$ cat src/wstrg_pkg.sv
// wstrg_pkg: constants and carrier types for the sequencer trigger block.
// assumes one 50 MHz system clock and a 16-bit register port with 8-bit offsets.
package wstrg_pkg;

    // ==========================================================
    // widths
    localparam int ADDR_W = 8;
    localparam int DATA_W = 16;
    localparam int IDX_W = 9;
    localparam int DELAY_W = 4;
    localparam int NUM_SRC = 7;            // six edge sources plus boot
    localparam int SRC_W = 3;

    // ==========================================================
    // register offsets
    localparam logic [7:0] ADDR_BOOT_CMD = 8'h18;
    localparam logic [7:0] ADDR_SEQ_STATUS = 8'h19;
    localparam logic [7:0] ADDR_PIN_ENA = 8'h41;
    localparam logic [7:0] ADDR_PIN1_RISE = 8'h68;
    localparam logic [7:0] ADDR_PIN1_FALL = 8'h69;
    localparam logic [7:0] ADDR_PIN2_RISE = 8'h6a;
    localparam logic [7:0] ADDR_PIN2_FALL = 8'h6b;
    localparam logic [7:0] ADDR_DET_RISE = 8'h6e;
    localparam logic [7:0] ADDR_DET_FALL = 8'h6f;

    // ==========================================================
    // field positions
    localparam int BIT_BOOT_START = 1;
    localparam int BIT_PIN1_ENA = 0;
    localparam int BIT_PIN2_ENA = 1;
    localparam int BIT_DET_ENA = 2;
    localparam int BIT_BUSY = 0;
    localparam int BIT_DONE = 1;
    localparam int BIT_CUR_LSB = 2;

    // ==========================================================
    // source numbering, reset values and special codes
    localparam logic [2:0] SRC_P1_RISE = 3'h0;
    localparam logic [2:0] SRC_P1_FALL = 3'h1;
    localparam logic [2:0] SRC_P2_RISE = 3'h2;
    localparam logic [2:0] SRC_P2_FALL = 3'h3;
    localparam logic [2:0] SRC_DET_RISE = 3'h4;
    localparam logic [2:0] SRC_DET_FALL = 3'h5;
    localparam logic [2:0] SRC_BOOT = 3'h6;
    localparam logic [8:0] INDEX_RESET = 9'h1ff;
    localparam logic [8:0] ABORT_INDEX = 9'h1ff;
    localparam logic [8:0] BOOT_INDEX = 9'h180;
    localparam logic [3:0] LAST_STEP_DELAY = 4'hf;
    localparam logic [6:0] PENDING_RESET = 7'h40;    // boot queued out of reset

    // ==========================================================
    // carrier types
    typedef struct packed {
        logic start;           // one-cycle launch pulse
        logic abort;           // one-cycle abort pulse
        logic [8:0] index;     // start index of the launched sequence
    } wstrg_req_t;

    typedef struct packed {
        logic valid;           // one step executed
        logic [3:0] delay;     // delay field of that step
    } wstrg_step_t;

endpackage

$ cat src/wstrg_trigger.sv
// wstrg_trigger: gathers pin, level-detect and boot triggers and launches the write sequencer.
// assumes the sequencer reports each executed step with its delay field, all on I_REF_CLK.
//
// Summary of operation
// - both general pins, used as inputs, can trigger the sequencer.
// - with a pin enabled, each rise or fall launches at that edge's index.
// - four 9-bit start indices, one per pin and edge.
// - a start index of 1FFh aborts the sequence instead of running it.
// - one enable per pin; software masks one edge by writing 1FFh.
// - pin two enable at bit 1, pin one at bit 0, both reset 0.
// - sequence memory contents survive hardware and software reset; undefined after power-on.
// - with level detect enabled, each rise or fall launches at its index.
// - only dynamics processor one's detect output triggers the sequencer.
// - separate 9-bit rise and fall detect indices, each resetting to 1FFh.
// - one detect enable; software masks one direction by writing 1FFh.
// - boot sequence runs after every reset.
// - boot always starts at index 384; 384 to 393 hold user boot steps.
// - writing 1 to bit 1 of the boot command launches boot anytime.
// - boot steps write factory trim values into control registers.
// - triggers during a run queue up; done flag raised when all finish.
// - a step with delay field Fh ends its sequence.
//
// Strobed register access was left to the implementer.
`timescale 1ns/1ps

module wstrg_trigger
    import wstrg_pkg::*;
#(
    parameter int INDEX_WIDTH = IDX_W
) (
    input wire logic I_REF_CLK,
    input wire logic I_SYS_RST,
    input wire logic [ADDR_W-1:0] I_REG_ADDR,
    input wire logic [DATA_W-1:0] I_REG_WDATA,
    input wire logic I_REG_WR,
    input wire logic I_REG_RD,
    output logic [DATA_W-1:0] O_REG_RDATA,
    input wire logic I_PIN1,
    input wire logic I_PIN2,
    input wire logic I_LEVEL_DETECT,
    input wire wstrg_step_t I_STEP,
    output wstrg_req_t O_SEQ_REQ,
    output logic O_SEQ_BUSY,
    output logic O_SEQ_DONE
);

    // ==========================================================
    // elaboration check
    if (INDEX_WIDTH != IDX_W) begin : g_bad_width
        $error("wstrg_trigger: index width must be 9");
    end

    // ==========================================================
    // declarations
    typedef enum logic [1:0] {
        ST_IDLE = 2'b01,
        ST_RUN = 2'b10
    } wstrg_state_t;

    wstrg_state_t state, next_state;
    logic [1:0] pin_meta, pin_sync, pin_prev;
    logic det_prev;
    logic [5:0] edge_evt;
    logic [2:0] trig_ena, next_trig_ena;
    logic [8:0] idx [0:5];
    logic [8:0] next_idx [0:5];
    logic [6:0] pending, next_pending;
    logic done, next_done;
    logic done_set;
    logic busy, next_busy;
    logic [8:0] cur_index, next_cur_index;
    wstrg_req_t req, next_req;
    logic [DATA_W-1:0] rdata, next_rdata;
    logic [2:0] pick;
    logic pick_any;
    logic last_step;
    logic [8:0] pick_index;

    // ==========================================================
    // helpers
    // lowest pending source wins; boot sits last of the edge sources
    function automatic logic [2:0] first_pending(input logic [6:0] p);
        logic [2:0] r;
        r = SRC_BOOT;
        for (int k = NUM_SRC - 1; k >= 0; k--) begin
            if (p[k]) begin
                r = k[2:0];
            end
        end
        return r;
    endfunction

    // widen a 9-bit index to the read data width
    function automatic logic [DATA_W-1:0] widen_index(input logic [8:0] v);
        return {{(DATA_W - IDX_W){1'b0}}, v};
    endfunction

    // ==========================================================
    // pin synchronisers and edge detection
    // first stage read by the second stage only
    always_ff @(posedge I_REF_CLK) begin
        if (I_SYS_RST) begin
            pin_meta <= 2'h0;
            pin_sync <= 2'h0;
            pin_prev <= 2'h0;
            det_prev <= 1'b0;
        end else begin
            pin_meta <= {I_PIN2, I_PIN1};
            pin_sync <= pin_meta;
            pin_prev <= pin_sync;
            det_prev <= I_LEVEL_DETECT;
        end
    end

    // one pulse per edge, gated by the matching enable
    always_comb begin
        edge_evt[SRC_P1_RISE] = trig_ena[BIT_PIN1_ENA] & pin_sync[0] & ~pin_prev[0];
        edge_evt[SRC_P1_FALL] = trig_ena[BIT_PIN1_ENA] & ~pin_sync[0] & pin_prev[0];
        edge_evt[SRC_P2_RISE] = trig_ena[BIT_PIN2_ENA] & pin_sync[1] & ~pin_prev[1];
        edge_evt[SRC_P2_FALL] = trig_ena[BIT_PIN2_ENA] & ~pin_sync[1] & pin_prev[1];
        // only processor one's detect output is wired in
        edge_evt[SRC_DET_RISE] = trig_ena[BIT_DET_ENA] & I_LEVEL_DETECT & ~det_prev;
        edge_evt[SRC_DET_FALL] = trig_ena[BIT_DET_ENA] & ~I_LEVEL_DETECT & det_prev;
    end

    // ==========================================================
    // register writes
    // index registers hold start points only; sequence memory is never cleared here
    always_comb begin
        next_trig_ena = trig_ena;
        for (int k = 0; k < 6; k++) begin
            next_idx[k] = idx[k];
        end
        if (I_REG_WR) begin
            unique case (I_REG_ADDR)
                ADDR_PIN_ENA: next_trig_ena = I_REG_WDATA[2:0];
                ADDR_PIN1_RISE: next_idx[SRC_P1_RISE] = I_REG_WDATA[8:0];
                ADDR_PIN1_FALL: next_idx[SRC_P1_FALL] = I_REG_WDATA[8:0];
                ADDR_PIN2_RISE: next_idx[SRC_P2_RISE] = I_REG_WDATA[8:0];
                ADDR_PIN2_FALL: next_idx[SRC_P2_FALL] = I_REG_WDATA[8:0];
                ADDR_DET_RISE: next_idx[SRC_DET_RISE] = I_REG_WDATA[8:0];
                ADDR_DET_FALL: next_idx[SRC_DET_FALL] = I_REG_WDATA[8:0];
                default: begin
                end
            endcase
        end
    end

    // configuration flops; indices reset to the abort code
    always_ff @(posedge I_REF_CLK) begin
        if (I_SYS_RST) begin
            trig_ena <= 3'h0;
            for (int k = 0; k < 6; k++) begin
                idx[k] <= INDEX_RESET;
            end
        end else begin
            trig_ena <= next_trig_ena;
            for (int k = 0; k < 6; k++) begin
                idx[k] <= next_idx[k];
            end
        end
    end

    // ==========================================================
    // dispatcher
    // pending bits form the queue; a new edge beats the clear of the same bit
    always_comb begin
        pick = first_pending(pending);
        pick_any = |pending;
        pick_index = (pick == SRC_BOOT) ? BOOT_INDEX : idx[pick];
        last_step = I_STEP.valid && (I_STEP.delay == LAST_STEP_DELAY);
        next_state = state;
        next_pending = pending;
        next_busy = busy;
        next_cur_index = cur_index;
        next_req = '0;
        next_done = done;
        done_set = 1'b0;
        unique case (state)
            ST_IDLE: begin
                if (pick_any) begin
                    next_pending[pick] = 1'b0;
                    next_req.index = pick_index;
                    next_cur_index = pick_index;
                    if (pick_index == ABORT_INDEX) begin
                        next_req.abort = 1'b1;
                        done_set = ~|next_pending[5:0] & ~(pick != SRC_BOOT & pending[SRC_BOOT]);
                        next_done = done_set;
                    end else begin
                        next_req.start = 1'b1;
                        next_state = ST_RUN;
                        next_busy = 1'b1;
                    end
                end
            end
            ST_RUN: begin
                if (last_step) begin
                    next_state = ST_IDLE;
                    next_busy = 1'b0;
                    done_set = ~pick_any & ~|edge_evt;
                    next_done = done_set;
                end
            end
            default: begin
                next_state = ST_IDLE;
                next_busy = 1'b0;
            end
        endcase
        // software clears the done flag by writing 1; a fresh completion wins
        if (I_REG_WR && I_REG_ADDR == ADDR_SEQ_STATUS && I_REG_WDATA[BIT_DONE] && !done_set) begin
            next_done = 1'b0;
        end
        // any trigger starts a new round, so the done flag drops
        if (|edge_evt) begin
            next_done = 1'b0;
        end
        // new requests set pending bits after the clear above
        for (int k = 0; k < 6; k++) begin
            if (edge_evt[k]) begin
                next_pending[k] = 1'b1;
            end
        end
        if (I_REG_WR && I_REG_ADDR == ADDR_BOOT_CMD && I_REG_WDATA[BIT_BOOT_START]) begin
            next_pending[SRC_BOOT] = 1'b1;
            next_done = 1'b0;
        end
    end

    // dispatcher flops; reset leaves boot queued
    always_ff @(posedge I_REF_CLK) begin
        if (I_SYS_RST) begin
            state <= ST_IDLE;
            pending <= PENDING_RESET;
            busy <= 1'b0;
            done <= 1'b0;
            cur_index <= 9'h000;
            req <= '0;
        end else begin
            state <= next_state;
            pending <= next_pending;
            busy <= next_busy;
            done <= next_done;
            cur_index <= next_cur_index;
            req <= next_req;
        end
    end

    // ==========================================================
    // register reads, data valid in the cycle after the strobe only
    always_comb begin
        next_rdata = '0;
        if (I_REG_RD) begin
            unique case (I_REG_ADDR)
                ADDR_BOOT_CMD: next_rdata[BIT_BOOT_START] = pending[SRC_BOOT];
                ADDR_SEQ_STATUS: begin
                    next_rdata[BIT_BUSY] = busy;
                    next_rdata[BIT_DONE] = done;
                    next_rdata[BIT_CUR_LSB +: IDX_W] = cur_index;
                end
                ADDR_PIN_ENA: next_rdata[2:0] = trig_ena;
                ADDR_PIN1_RISE: next_rdata = widen_index(idx[SRC_P1_RISE]);
                ADDR_PIN1_FALL: next_rdata = widen_index(idx[SRC_P1_FALL]);
                ADDR_PIN2_RISE: next_rdata = widen_index(idx[SRC_P2_RISE]);
                ADDR_PIN2_FALL: next_rdata = widen_index(idx[SRC_P2_FALL]);
                ADDR_DET_RISE: next_rdata = widen_index(idx[SRC_DET_RISE]);
                ADDR_DET_FALL: next_rdata = widen_index(idx[SRC_DET_FALL]);
                default: next_rdata = '0;
            endcase
        end
    end

    // read data flop
    always_ff @(posedge I_REF_CLK) begin
        if (I_SYS_RST) begin
            rdata <= '0;
        end else begin
            rdata <= next_rdata;
        end
    end

    // ==========================================================
    // outputs, all straight from flops
    assign O_REG_RDATA = rdata;
    assign O_SEQ_REQ = req;
    assign O_SEQ_BUSY = busy;
    assign O_SEQ_DONE = done;
endmodule

$ cat config.mk
export PLATFORM = sky130hd
export DESIGN_NAME = wstrg_trigger
export DESIGN_NICKNAME = d
export VERILOG_FILES = /design/src/wstrg_pkg.sv /design/src/wstrg_trigger.sv
export SDC_FILE = /design/constraint.sdc
export NUM_CORES = 1
export LEC_CHECK = 0
export BUFFER_PORTS_ARGS = -buffer_cell sky130_fd_sc_hd__buf_2
export CAP_MARGIN = 0
export CORE_MARGIN = 4
export CORE_UTILIZATION = 35
export DETAILED_ROUTE_END_ITERATION = 6
export PLACE_DENSITY_LB_ADDON = 0.2
export SLEW_MARGIN = 20
export SYNTH_ARGS = -nofsm -noshare
export SYNTH_HDL_FRONTEND = slang
export SYNTH_SLANG_ARGS = --single-unit
$ cat constraint.sdc
create_clock -name I_REF_CLK -period 2.9 [get_ports I_REF_CLK]
set_input_delay 0.58 -clock I_REF_CLK [delete_from_list [all_inputs] [get_ports I_REF_CLK]]
set_output_delay 0.58 -clock I_REF_CLK [all_outputs]
set_load 0.005 [all_outputs]
; ---- Yosys cells after proc, flatten, opt, wreduce, memory -nomap -nowiden
; Memory sizes are Yosys's and may differ from the RTL's.
; Index checks and enable logic that the tools add are counted.
[totals]
register_bits = 57
mem_count = 1
in_bits = 36
out_inout_bits = 29
elab_cells = 189
ramBits = 54
[mem_list]
columns = name, depth, word_bits, read_ports, rd_clocked_by_memory_dff, write_ports, line
row1 = idx, 6, 9, 7, 0, 6, wstrg_trigger.sv:65  ; logic [8:0] idx [0:5];
[op_classes]
n_mux = 55
n_reduce_logical = 46
eq_ne = 31
order_cmp = 2
bitwise = 33
[op_table]
columns = cell, count
row1 = 9-bit 2-to-1 mux, 13
row2 = 8-bit by 7-bit equality test with 1-bit output (second input constant), 7
row3 = 8-bit case mux with 7 select lines, 1
row4 = 54-bit 2-to-1 mux, 1
row5 = 2-bit nonzero test, 13
row6 = 1-bit 2-to-1 mux, 21
row7 = 3-bit AND reduction, 7
row8 = 2-bit inequality test (second input constant), 10
row9 = 8-bit by 5-bit equality test with 1-bit output (second input constant), 2
row10 = 1-bit case mux with 8 select lines, 2
row11 = 2-bit AND reduction, 8
row12 = 1-bit AND, 15
row13 = 3-bit 2-to-1 mux, 5
row14 = 6-bit 2-to-1 mux, 2
row15 = 6-bit OR reduction, 2
row16 = 1-bit inverter, 10
row17 = 9-bit equality test (second input constant), 1
row18 = 1-bit case mux with 9 select lines, 1
row19 = 9-bit OR reduction, 1
row20 = 2-bit 2-to-1 mux, 4
row21 = 7-bit AND, 1
row22 = 1-bit logical AND, 7
row23 = 7-bit inverter, 1
row24 = 7-bit OR reduction, 1
row25 = other kinds (16), 31

; ---- Longest topological paths before layout
; Gate-level depths: netlist of the first run.
[depth]
word_depth = 21
mapped_depth = 10
ltp_nobuf = 7

; ---- Worst setup path before layout of the first run
; Ideal clock, no wire load.
[synth_path]
path_kind = input -> register
start = input I_REG_ADDR[3]
end = memory idx[0][0]
arrival_time_ps = 2316
path_stages = 7
setup_time_ps = 120
required_ps = 2780
slack_ps = 464
path_buffers = 1
cell_sequence = nor2b_1 -> nand3_1 -> or2_2 -> nor3_1 -> buf_2 -> nand2_1 -> a211o_1
[synth_rtl]
columns = item, line
row1 = start: declaration, wstrg_trigger.sv:33  ; input wire logic [ADDR_W-1:0] I_REG_ADDR,
row2 = end: declaration, wstrg_trigger.sv:65

; ---- Worst setup path in the final report of the first run
[layout_path]
start = register pending[4]
end = register done, in the netlist O_SEQ_DONE
[layout_between]
elab_chain_len = 20
elab_cells_between_ends = 39
cone_classes = 2 x order compare / 5 x eq/ne / 16 x mux / 7 x bitwise / 8 x reduce/logical / 1 x memory
[layout_lines]
columns = item, line
row1 = start: declaration, wstrg_trigger.sv:67  ; logic [6:0] pending, next_pending;
row2 = start signal: assignment, wstrg_trigger.sv:240  ; pending <= next_pending;
row3 = 3-bit 2-to-1 mux (5 in a row), wstrg_trigger.sv:86  ; if (p[k]) begin
row4 = 3-bit by 4-bit less-than comparator with 1-bit output (implied by the code) or 3-bit by 1-bit greater-or-equal comparator with 1-bit output (tied branches), wstrg_trigger.sv:182  ; next_pending[pick] = 1'b0;
row5 = 1-bit logical AND (implied by the code), wstrg_trigger.sv:182
row6 = 1-bit 2-to-1 mux (implied by the code), wstrg_trigger.sv:182
row7 = 1-bit demux with 3-bit select, wstrg_trigger.sv:182
row8 = 7-bit inverter (no line), --
row9 = 7-bit AND (no line), --
row10 = 6-bit OR reduction, wstrg_trigger.sv:187  ; done_set = ~|next_pending[5:0] & ~(pick != SRC_BOOT & pending[SRC_BOOT]);
row11 = 1-bit logical NOT, wstrg_trigger.sv:187
row12 = 1-bit AND, wstrg_trigger.sv:187
row13 = 1-bit 2-to-1 mux, wstrg_trigger.sv:185  ; if (pick_index == ABORT_INDEX) begin
row14 = 1-bit 2-to-1 mux, wstrg_trigger.sv:181  ; if (pick_any) begin
row15 = 1-bit case mux with 2 select lines, wstrg_trigger.sv:179  ; unique case (state)
row16 = 1-bit logical NOT, wstrg_trigger.sv:210  ; if (I_REG_WR && I_REG_ADDR == ADDR_SEQ_STATUS && I_REG_WDATA[BIT_DONE] && !done_set) begin
row17 = 1-bit logical AND, wstrg_trigger.sv:210
row18 = 9-bit OR reduction (no line), --
row19 = end signal: assignment, wstrg_trigger.sv:242  ; done <= next_done;
row20 = end: declaration, wstrg_trigger.sv:68  ; logic done, next_done;
; Parallel ways exist; a longest one is shown, timed or not. The select of a mux whose other input is x is not followed.
; A chain may end at the register's enable or synchronous reset.

==> results of run 1 <==
==> cell type report <==
type,count,share of cell area
Clock buffer,12,0.0476
Clock inverter,3,0.00402
Inverter,9,0.00603
Multi-Input combinational cell,403,0.446
Sequential cell,105,0.375
Tap cell,176,0.0393
Timing Repair Buffer,75,0.0817
==> repair_timing <==
item | 4_1_cts | 5_1_grt
gates resized for setup | 0 | 7
hold buffers | 0 | 0
setup endpoints to repair | 0 | 3
==> metal layers <==
metal	routed length, µm	GRT usage
met5	0	0
met4	293	0.0746
met3	755	0.0277
met2	6320	0.284
met1	6690	0.251
==> sequential cells by signal (all words and copies together) (netlist names), 3 cells and up <==
register / flops
O_SEQ_REQ: 11
O_REG_RDATA: 11
trig_ena: 3
pending: 7
idx: 54
cur_index: 9
==> cell usage after synthesis (all sizes together), types with 7 or more instances <==
master	count
dfxtp	105
clkbuf	23
nor2	25
a21oi	8
a222oi	12
nor2b	19
and2	14
mux2i	10
a21o	10
a31oi	12
a22oi	15
nand2	115
nor3	7
nand3b	51
and3	14
inv	9
a211o	9
o21ai	9
buf	17
==> worst max-delay path, delay by kind of cell (launching register included) <==
kind,cells,cell delay [ns]
buf+inv,1,0.15
compound gates,3,1.17
flops,1,0.46
simple gates,3,0.72
mux,1,0.09
==> through the flow <==
step / cells / setup WS [ns]
2_1_floorplan: 557 / 0.464
3_3_place_gp: 768 / 0.0818
3_5_place_dp: 768 / 0.0740
4_1_cts: 783 / 0.0663
5_1_grt: 783 / 0.0149
6_report: 783 / 0.226
==> worst paths after layout <==
kind                           start                 endpoint  depth (start not counted)
max          pending[4]$_SDFFE_PP0P_  O_SEQ_DONE$_SDFFE_PP0P_                          8
min                           I_PIN1   pin_meta[0]$_SDFF_PP0_                          2
max reg2reg  pending[4]$_SDFFE_PP0P_  O_SEQ_DONE$_SDFFE_PP0P_                          8
min reg2reg   pin_meta[1]$_SDFF_PP0_   pin_sync[1]$_SDFF_PP0_                          1
==> cells by family (layout without fill, tap and decap cells) <==
family          count (synthesis)  after routing
mux                            11             11
compound gates                103            103
flops                         105            105
buf+inv                        49             99
xor+xnor                        3              3
simple gates                  278            278
other cells                     1              5
fa+ha+maj                       3              3
==> power breakdown <==
group / internal, W / switching (W) / total (W) / leakage (nW)
Combinational: 0.000106 / 0.000146 / 0.000252 / 1.46
Sequential: 0.00148 / 0.0000304 / 0.00151 / 0.851
Clock: 0.000653 / 0.000534 / 0.00119 / 0.145
==> flow_metrics.env, run 1 <==
export IMPL_status="finished, final reports clean"
export IMPL_layout_filler_cells=1365
export IMPL_criticalPathCategory="register to register"
export IMPL_final_hold_viol_count=0
export IMPL_num_rows=42
export IMPL_setup_violations=0
export IMPL_worst_skew_pair_late_latency_ns=0.35
export IMPL_synth_ff_type="dfxtp_1"
export IMPL_worst_clock_skew_ns=0.00740
export IMPL_tightest_slew_ns=0.965
export IMPL_fp_coreArea_um2=13300
export IMPL_worstPathCellList="nand2b_1, buf_12, mux2i_1, a2111oi_1, nand4_1, o31ai_2, a21oi_1, nor4_2"
export IMPL_place_area_um2=5290
export IMPL_grt_first_pass_wirelength_mm=22.8
export IMPL_start_kind="register"
export IMPL_power_density_nw_per_um2=526
export IMPL_async_flop_share=0
export IMPL_worstPathArrival_ns=2.94
export IMPL_synth_compound_area_frac=0.166
export IMPL_hold_class="input port to register"
export IMPL_vdd_drop_max_v=0.000305
export IMPL_die_h_um=125
export IMPL_maxCapViolations=0
export IMPL_slowest_stage="a2111oi_1"
export IMPL_n_antenna_cell=0
export IMPL_final_seq_area_um2=2100
export IMPL_gp_congestion=0.920
export IMPL_vias=4298
export IMPL_p_leak_nw=2.45
export IMPL_slew_headroom=0.352
export IMPL_wl_per_cell_um=18.0
export IMPL_area_growth_syn_to_layout_pct=17.0
export IMPL_multi_input_area_um2=2500
export IMPL_cp_data_required_time_ns=3.17
export IMPL_firstDrtPassIters=7
export IMPL_rsz0062_at_grt="no"
export IMPL_grt_max_degree=73
export IMPL_ys_ff_latch=105
export IMPL_reg2reg_setup_slack_ns=0.23
export IMPL_synth_area_um2=4790
export IMPL_drive_gt1_frac=0.171
export IMPL_endpoint_kind="register"
export IMPL_critPathMaxFanout=9
export IMPL_clock_fmax_ghz=0.374
export IMPL_grt_pass1_vias=4171
export IMPL_nets=641
export IMPL_synthSimpleGateAreaFrac=0.310
export IMPL_tns_ns=0
export IMPL_die_width_um=125
export IMPL_finalMaxSlewViolations=0
export IMPL_drc=0
export IMPL_fin_crit_ns=2.67
export IMPL_ios=65
export IMPL_cts_setup_buffers=0
export IMPL_cts_root_buf="clkbuf_16"
export IMPL_fin_util=0.420
export IMPL_max_stage_delay_ns=0.66
export IMPL_track_usage=0.182
export IMPL_cts_tree="done"
export IMPL_antenna_found_initial=0
export IMPL_clock_sinks=105
export IMPL_synth_edf_count=0
export IMPL_synth_mux_area_frac=0.0232
export IMPL_fin_area_um2=5600
export IMPL_synth_top_area_frac=0.439
export IMPL_power_total_w=0.00295
export IMPL_postRouteAntennaNets=0
export IMPL_path_clk_slew_ns=0.07
export IMPL_period_share=0.922
export IMPL_cts_max_level=3
export IMPL_vias_per_cell=5.49
export IMPL_port_buffers=52
export IMPL_synth_top_family_by_area="simple AND/OR/NAND/NOR gates"
export IMPL_final_common_cell="nand2_1"
export IMPL_dieArea_um2=15600
export IMPL_drtIter0Drc=467
export IMPL_synth_xor_area_frac=0.00548
export IMPL_synth_top_area_cell="dfxtp_1"
export IMPL_clock_path_buffers=2
export IMPL_start_util=0.359
export IMPL_synth_distinct_cells=61
export IMPL_cts_buffers=9
export IMPL_synthCells=553
export IMPL_wl_mm=14.1
export IMPL_dpl_hpwl_mm=10.3
export IMPL_avgSynthCellArea_um2=8.66
export IMPL_synthAdderAreaFrac=0.00731
export IMPL_grt_overflow_total=0
export IMPL_ys_warn_count=0
export IMPL_synth_top_cells_by_area="dfxtp_1 44%, nand2_1 9.0%, nand3b_1 8.0%, a222oi_1 2.5%, nor2b_1 2.5%"
export IMPL_yosysSeqAreaShare=0.439
export IMPL_final_cell_mix="115 x nand2_1, 105 x dfxtp_1, 52 x buf_2, 51 x nand3b_1, 25 x nor2_1"
export IMPL_timing_hold_ws_ns=0.437
(Power assumes the default switching activity.)
==> inputs of run 2 (changes only) <==
clock period = 3 ns   (was 2.9 ns; I/O delays follow)
==> run 2 against run 1 <==
  * Die area unchanged
  * Cell area down 0.47%
  * Routed wire length up 0.83%
  * Combinational power down 4%
  * Sequential power down 3%
  * First-iteration DRC count down 15%
  * Global-route usage down 0.059 points
  * Worst hold slack better by 0.0083 ns
  * Largest power group unchanged
  * Highest routed layer unchanged
==> flow_metrics.env, run 2 (same netlist as run 1, synthesis figures left out) <==
export IMPL_largest_reg_flops=54
export IMPL_p_leak_nw=2.43
export IMPL_fp_coreArea_um2=13300
export IMPL_cts_buffers=9
export IMPL_fin_crit_ns=2.86
export IMPL_cp_data_required_time_ns=3.25
export IMPL_grt_first_pass_wirelength_mm=22.8
export IMPL_hold_class="register to register"
export IMPL_period_share=0.955
export IMPL_clock_sinks=105
export IMPL_final_seq_area_um2=2100
export IMPL_worst_clock_skew_ns=0.00900
export IMPL_power_density_nw_per_um2=521
export IMPL_worst_skew_pair_late_latency_ns=0.35
export IMPL_wl_met3_mm=1.04
export IMPL_met2_length_mm=6.42
export IMPL_firstDrtPassIters=6
export IMPL_dp_slack_ns=0.153
export IMPL_fin_ws_ns=0.135
export IMPL_die_h_um=125
export IMPL_drive_gt1_frac=0.164
export IMPL_wl_per_cell_um=18.2
export IMPL_die_width_um=125
export IMPL_tns_ns=0
export IMPL_wl_mm=14.2
export IMPL_vias_per_cell=5.54
export IMPL_endpoint_kind="register"
export IMPL_clock_path_buffers=2
export IMPL_final_hold_viol_count=0
export IMPL_largest_register="idx"
export IMPL_gp_congestion=0.868
export IMPL_antenna_found_initial=0
export IMPL_drc=0
export IMPL_vias=4321
export IMPL_cts_tree="done"
export IMPL_dr_max_layer_used="met4"
export IMPL_grt_pass1_vias=4019
export IMPL_dpl_hpwl_mm=10.5
export IMPL_cts_root_buf="clkbuf_16"
export IMPL_start_kind="register"
export IMPL_dieArea_um2=15600
export IMPL_postCtsHoldBufs=0
export IMPL_grt_overflow_total=0
export IMPL_dp_cells=764
export IMPL_final_cell_mix="115 x nand2_1, 105 x dfxtp_1, 52 x buf_2, 51 x nand3b_1, 25 x nor2_1"
export IMPL_vdd_drop_max_v=0.000254
export IMPL_status="finished, final reports clean"
export IMPL_criticalPathCategory="register to register"
export IMPL_layout_filler_cells=1349
export IMPL_area_growth_syn_to_layout_pct=16.4
export IMPL_port_buffers=52
export IMPL_rsz0062_at_grt="no"
export IMPL_setup_violations=0
export IMPL_drtIter0Drc=395
export IMPL_grt_max_degree=51
export IMPL_critPathMaxFanout=8
export IMPL_finalMaxSlewViolations=0
export IMPL_layout_cells_non_filler=780
export IMPL_nets=637
export IMPL_fin_area_um2=5580
export IMPL_cts_max_level=3
export IMPL_timing_hold_ws_ns=0.445
export IMPL_maxCapViolations=0
export IMPL_place_area_um2=5260
export IMPL_worstPathArrival_ns=3.12
export IMPL_clock_fmax_ghz=0.349
export IMPL_n_antenna_cell=0
export IMPL_ios=65
export IMPL_multi_input_area_um2=2490
export IMPL_wl_met1_mm=6.54
export IMPL_path_clk_slew_ns=0.07
export IMPL_final_common_cell="nand2_1"
export IMPL_tightest_slew_ns=0.953
export IMPL_slew_headroom=0.348
export IMPL_cts_setup_buffers=0
export IMPL_start_util=0.359
export IMPL_track_usage=0.181
export IMPL_postRouteAntennaNets=0
export IMPL_num_rows=42
run 2: layout make-up:
class / instances / area share
clock inverters: 6 / 0.0117
repair buffers: 71 / 0.0767
inverters: 9 / 0.00606
well taps: 176 / 0.0395
flip-flops and latches: 105 / 0.377
clock buffers: 10 / 0.0428
multi-input cells: 403 / 0.446
run 2: what timing repair did:
action | 4_1_cts | 5_1_grt
gates resized for setup | 0 | 5
hold endpoints to repair | 0 | 0
endpoints found under the setup margin | 0 | 3
run 2: power breakdown:
| part | switching, W | internal [W] |
|---|---|---|
| combinational | 0.000146 | 0.0000954 |
| clock | 0.000532 | 0.000672 |
| sequential | 0.0000268 | 0.00143 |
run 2: critical path: stages, from the launching register on:
cell	delay [ns]
dfxtp_1	0.48
nand2b_1	0.15
buf_4	0.20
mux2i_1	0.11
a2111oi_0	0.87
nand4b_1	0.23
o31ai_2	0.31
a21oi_1	0.13
nor4_2	0.29
run 2: worst paths after layout:
kind / end / depth (start not counted) / slack (ns) / start
worst max-delay path: O_SEQ_DONE$_SDFFE_PP0P_ / 8 / 0.14 / pending[4]$_SDFFE_PP0P_
worst min-delay path: pin_sync[1]$_SDFF_PP0_ / 1 / 0.45 / pin_meta[1]$_SDFF_PP0_
worst max register to register: O_SEQ_DONE$_SDFFE_PP0P_ / 8 / 0.14 / pending[4]$_SDFFE_PP0P_
worst min register to register: pin_sync[1]$_SDFF_PP0_ / 1 / 0.45 / pin_meta[1]$_SDFF_PP0_
run 2: layer usage:
layer | track usage | vias to the layer above
li1 | - | 2061
met1 | 0.258 | 2082
met2 | 0.280 | 165
met3 | 0.0350 | 13
met4 | 0.0523 | 0
met5 | 0 | -
run 2: per-stage QoR:
| stage | util | total power, W |
|---|---|---|
| 2_1_floorplan | - | 0.00163 |
| 3_3_place_gp | 0.394 | 0.00172 |
| 3_5_place_dp | 0.394 | 0.00173 |
| 4_1_cts | 0.417 | 0.00292 |
| 5_1_grt | 0.418 | 0.00300 |
| 6_report | 0.418 | 0.00290 |
==> inputs of run 3 (changes only) <==
CORE_UTILIZATION = 57   (was 35)
==> run 3 against run 2 <==
  * Register-to-register slack improved by 0.03 ns
  * Critical path depth is 1 lower
  * Worst hold slack got worse by 0.0046 ns
  * Sequential share of layout area increased by 1.7 points
  * Flip-flop and latch count did not move
  * Total power decreased by 10%
  * Critical endpoint unchanged
  * Largest power group unchanged
  * Highest routed layer unchanged
==> flow_metrics.env, run 3 (same netlist as run 1, synthesis figures left out) <==
export IMPL_clock_path_buffers=2
export IMPL_worst_clock_skew_ns=0.0185
export IMPL_die_width_um=99.7
export IMPL_hold_class="input port to register"
export IMPL_rr_worst_depth=7
export IMPL_ios=65
export IMPL_largest_register="idx"
export IMPL_final_common_cell="nand2_1"
export IMPL_cts_tree="done"
export IMPL_maxCapViolations=0
export IMPL_cts_root_buf="clkbuf_8"
export IMPL_drtIter0Drc=624
export IMPL_clock_fmax_ghz=0.353
export IMPL_rsz0062_at_grt="no"
export IMPL_vias_per_cell=6.15
export IMPL_start_util=0.583
export IMPL_track_usage=0.270
export IMPL_power_density_nw_per_um2=487
export IMPL_period_share=0.945
export IMPL_postCtsHoldBufs=0
export IMPL_vias=4348
export IMPL_die_h_um=99.7
export IMPL_start_kind="register"
export IMPL_status="finished, final reports clean"
export IMPL_wl_mm=13.0
export IMPL_drive_gt1_frac=0.158
export IMPL_clock_power_share=0.350
export IMPL_wl_per_cell_um=18.4
export IMPL_p_int_w=0.00192
export IMPL_p_leak_nw=2.36
export IMPL_fin_area_um2=5340
export IMPL_postRouteAntennaNets=0
export IMPL_area_growth_syn_to_layout_pct=11.4
export IMPL_drc=0
export IMPL_grt_max_degree=52
export IMPL_grt_pass1_vias=4176
export IMPL_clock_sinks=105
export IMPL_cts_setup_buffers=0
export IMPL_tns_ns=0
export IMPL_dieArea_um2=9940
export IMPL_netSwitchingFraction=0.260
export IMPL_cts_buffers=9
export IMPL_tightest_slew_ns=1.06
export IMPL_worstPathArrival_ns=3.12
export IMPL_final_hold_viol_count=0
export IMPL_setup_violations=0
export IMPL_seqPwrFrac=0.560
export IMPL_criticalPathCategory="register to register"
export IMPL_gp_congestion=0.910
export IMPL_fin_crit_ns=2.83
export IMPL_final_cell_mix="115 x nand2_1, 104 x dfxtp_1, 52 x buf_2, 51 x nand3b_1, 25 x nor2_1"
export IMPL_critPathMaxFanout=8
export IMPL_dpl_hpwl_mm=9.59
export IMPL_hold_depth=2
export IMPL_path_clk_slew_ns=0.10
export IMPL_cp_data_required_time_ns=3.28
export IMPL_vdd_drop_max_v=0.000300
export IMPL_num_rows=33
export IMPL_finalMaxSlewViolations=0
export IMPL_largest_reg_flops=54
export IMPL_nets=635
export IMPL_grt_overflow_total=0
export IMPL_firstDrtPassIters=6
export IMPL_fp_coreArea_um2=8220
export IMPL_comb_power_share=0.090
export IMPL_port_buffers=52
export IMPL_switching_power_w=0.000675
export IMPL_worst_skew_pair_late_latency_ns=0.37
export IMPL_place_area_um2=5130
export IMPL_grt_first_pass_wirelength_mm=21.4
export IMPL_n_antenna_cell=0
export IMPL_slew_headroom=0.286
export IMPL_endpoint_kind="register"
export IMPL_cts_max_level=3
export IMPL_antenna_found_initial=0
run 3: cell count changes in the layout (fill, tap and decap cells not counted), sizes merged:
cell / before / now
clkinv: 3 / 2
inv: 10 / 11
buf: 71 / 69
run 3: final cells by class:
cell class,instances,area (µm²)
Clock buffer,10,128
Multi-Input combinational cell,403,2480
Tap cell,105,131
Sequential cell,105,2100
Clock inverter,6,75.1
Timing Repair Buffer,69,388
Fill cell,741,2880
Inverter,9,33.8
run 3: routing by layer:
metal  vias to the layer above  routed length, µm  track usage
li1                       2064                  -            -
met1                      2056               5710        0.380
met2                       208               5960        0.417
met3                        20               1190       0.0484
met4                         0                179       0.0945
met5                         -                  0            0
run 3: power by group through the flow:
stage | clock network, W | logic (W) | registers (W)
2_1_floorplan | 0 | 0.000149 | 0.00148
3_3_place_gp | 0 | 0.000227 | 0.00149
3_5_place_dp | 0 | 0.000230 | 0.00149
4_1_cts | 0.000915 | 0.000234 | 0.00146
5_1_grt | 0.000978 | 0.000266 | 0.00146
6_report | 0.000909 | 0.000234 | 0.00146
run 3: path summary, 6_finish.rpt:
| kind | startpoint | endpoint | slack [ns] |
|---|---|---|---|
| max | pending[4]$_SDFFE_PP0P_ | O_SEQ_DONE$_SDFFE_PP0P_ | 0.17 |
| min | I_PIN1 | pin_meta[0]$_SDFF_PP0_ | 0.44 |
| min reg2reg | pin_meta[1]$_SDFF_PP0_ | pin_sync[1]$_SDFF_PP0_ | 0.45 |
| max reg2reg | pending[4]$_SDFFE_PP0P_ | O_SEQ_DONE$_SDFFE_PP0P_ | 0.17 |
run 3: worst max-delay path, cell delays in order (launching register included):
cell and delay [ns]:
dfxtp_1 0.49, nand2b_1 0.31, mux2i_1 0.17, a2111oi_0 0.77, nand4_1 0.27, nor3_2 0.37, a21oi_1 0.13, nor4_2 0.24
run 3: through the flow:
stage / hold slack [ns] / std cells / total power (W) / worst slack, ns / util
after floorplan: 0.414 / 557 / 0.00163 / 0.544 / -
after global placement: 0.419 / 691 / 0.00172 / 0.251 / 0.624
after detailed placement: 0.429 / 691 / 0.00172 / 0.178 / 0.624
after CTS: 0.430 / 707 / 0.00261 / 0.133 / 0.649
after global routing: 0.424 / 707 / 0.00271 / 0.00894 / 0.649
final: 0.441 / 707 / 0.00260 / 0.166 / 0.649
run 3: timing repair:
item | CTS | global route
endpoints found under the hold margin | 0 | 0
resized for setup | 0 | 4
endpoints found under the setup margin | 0 | 3
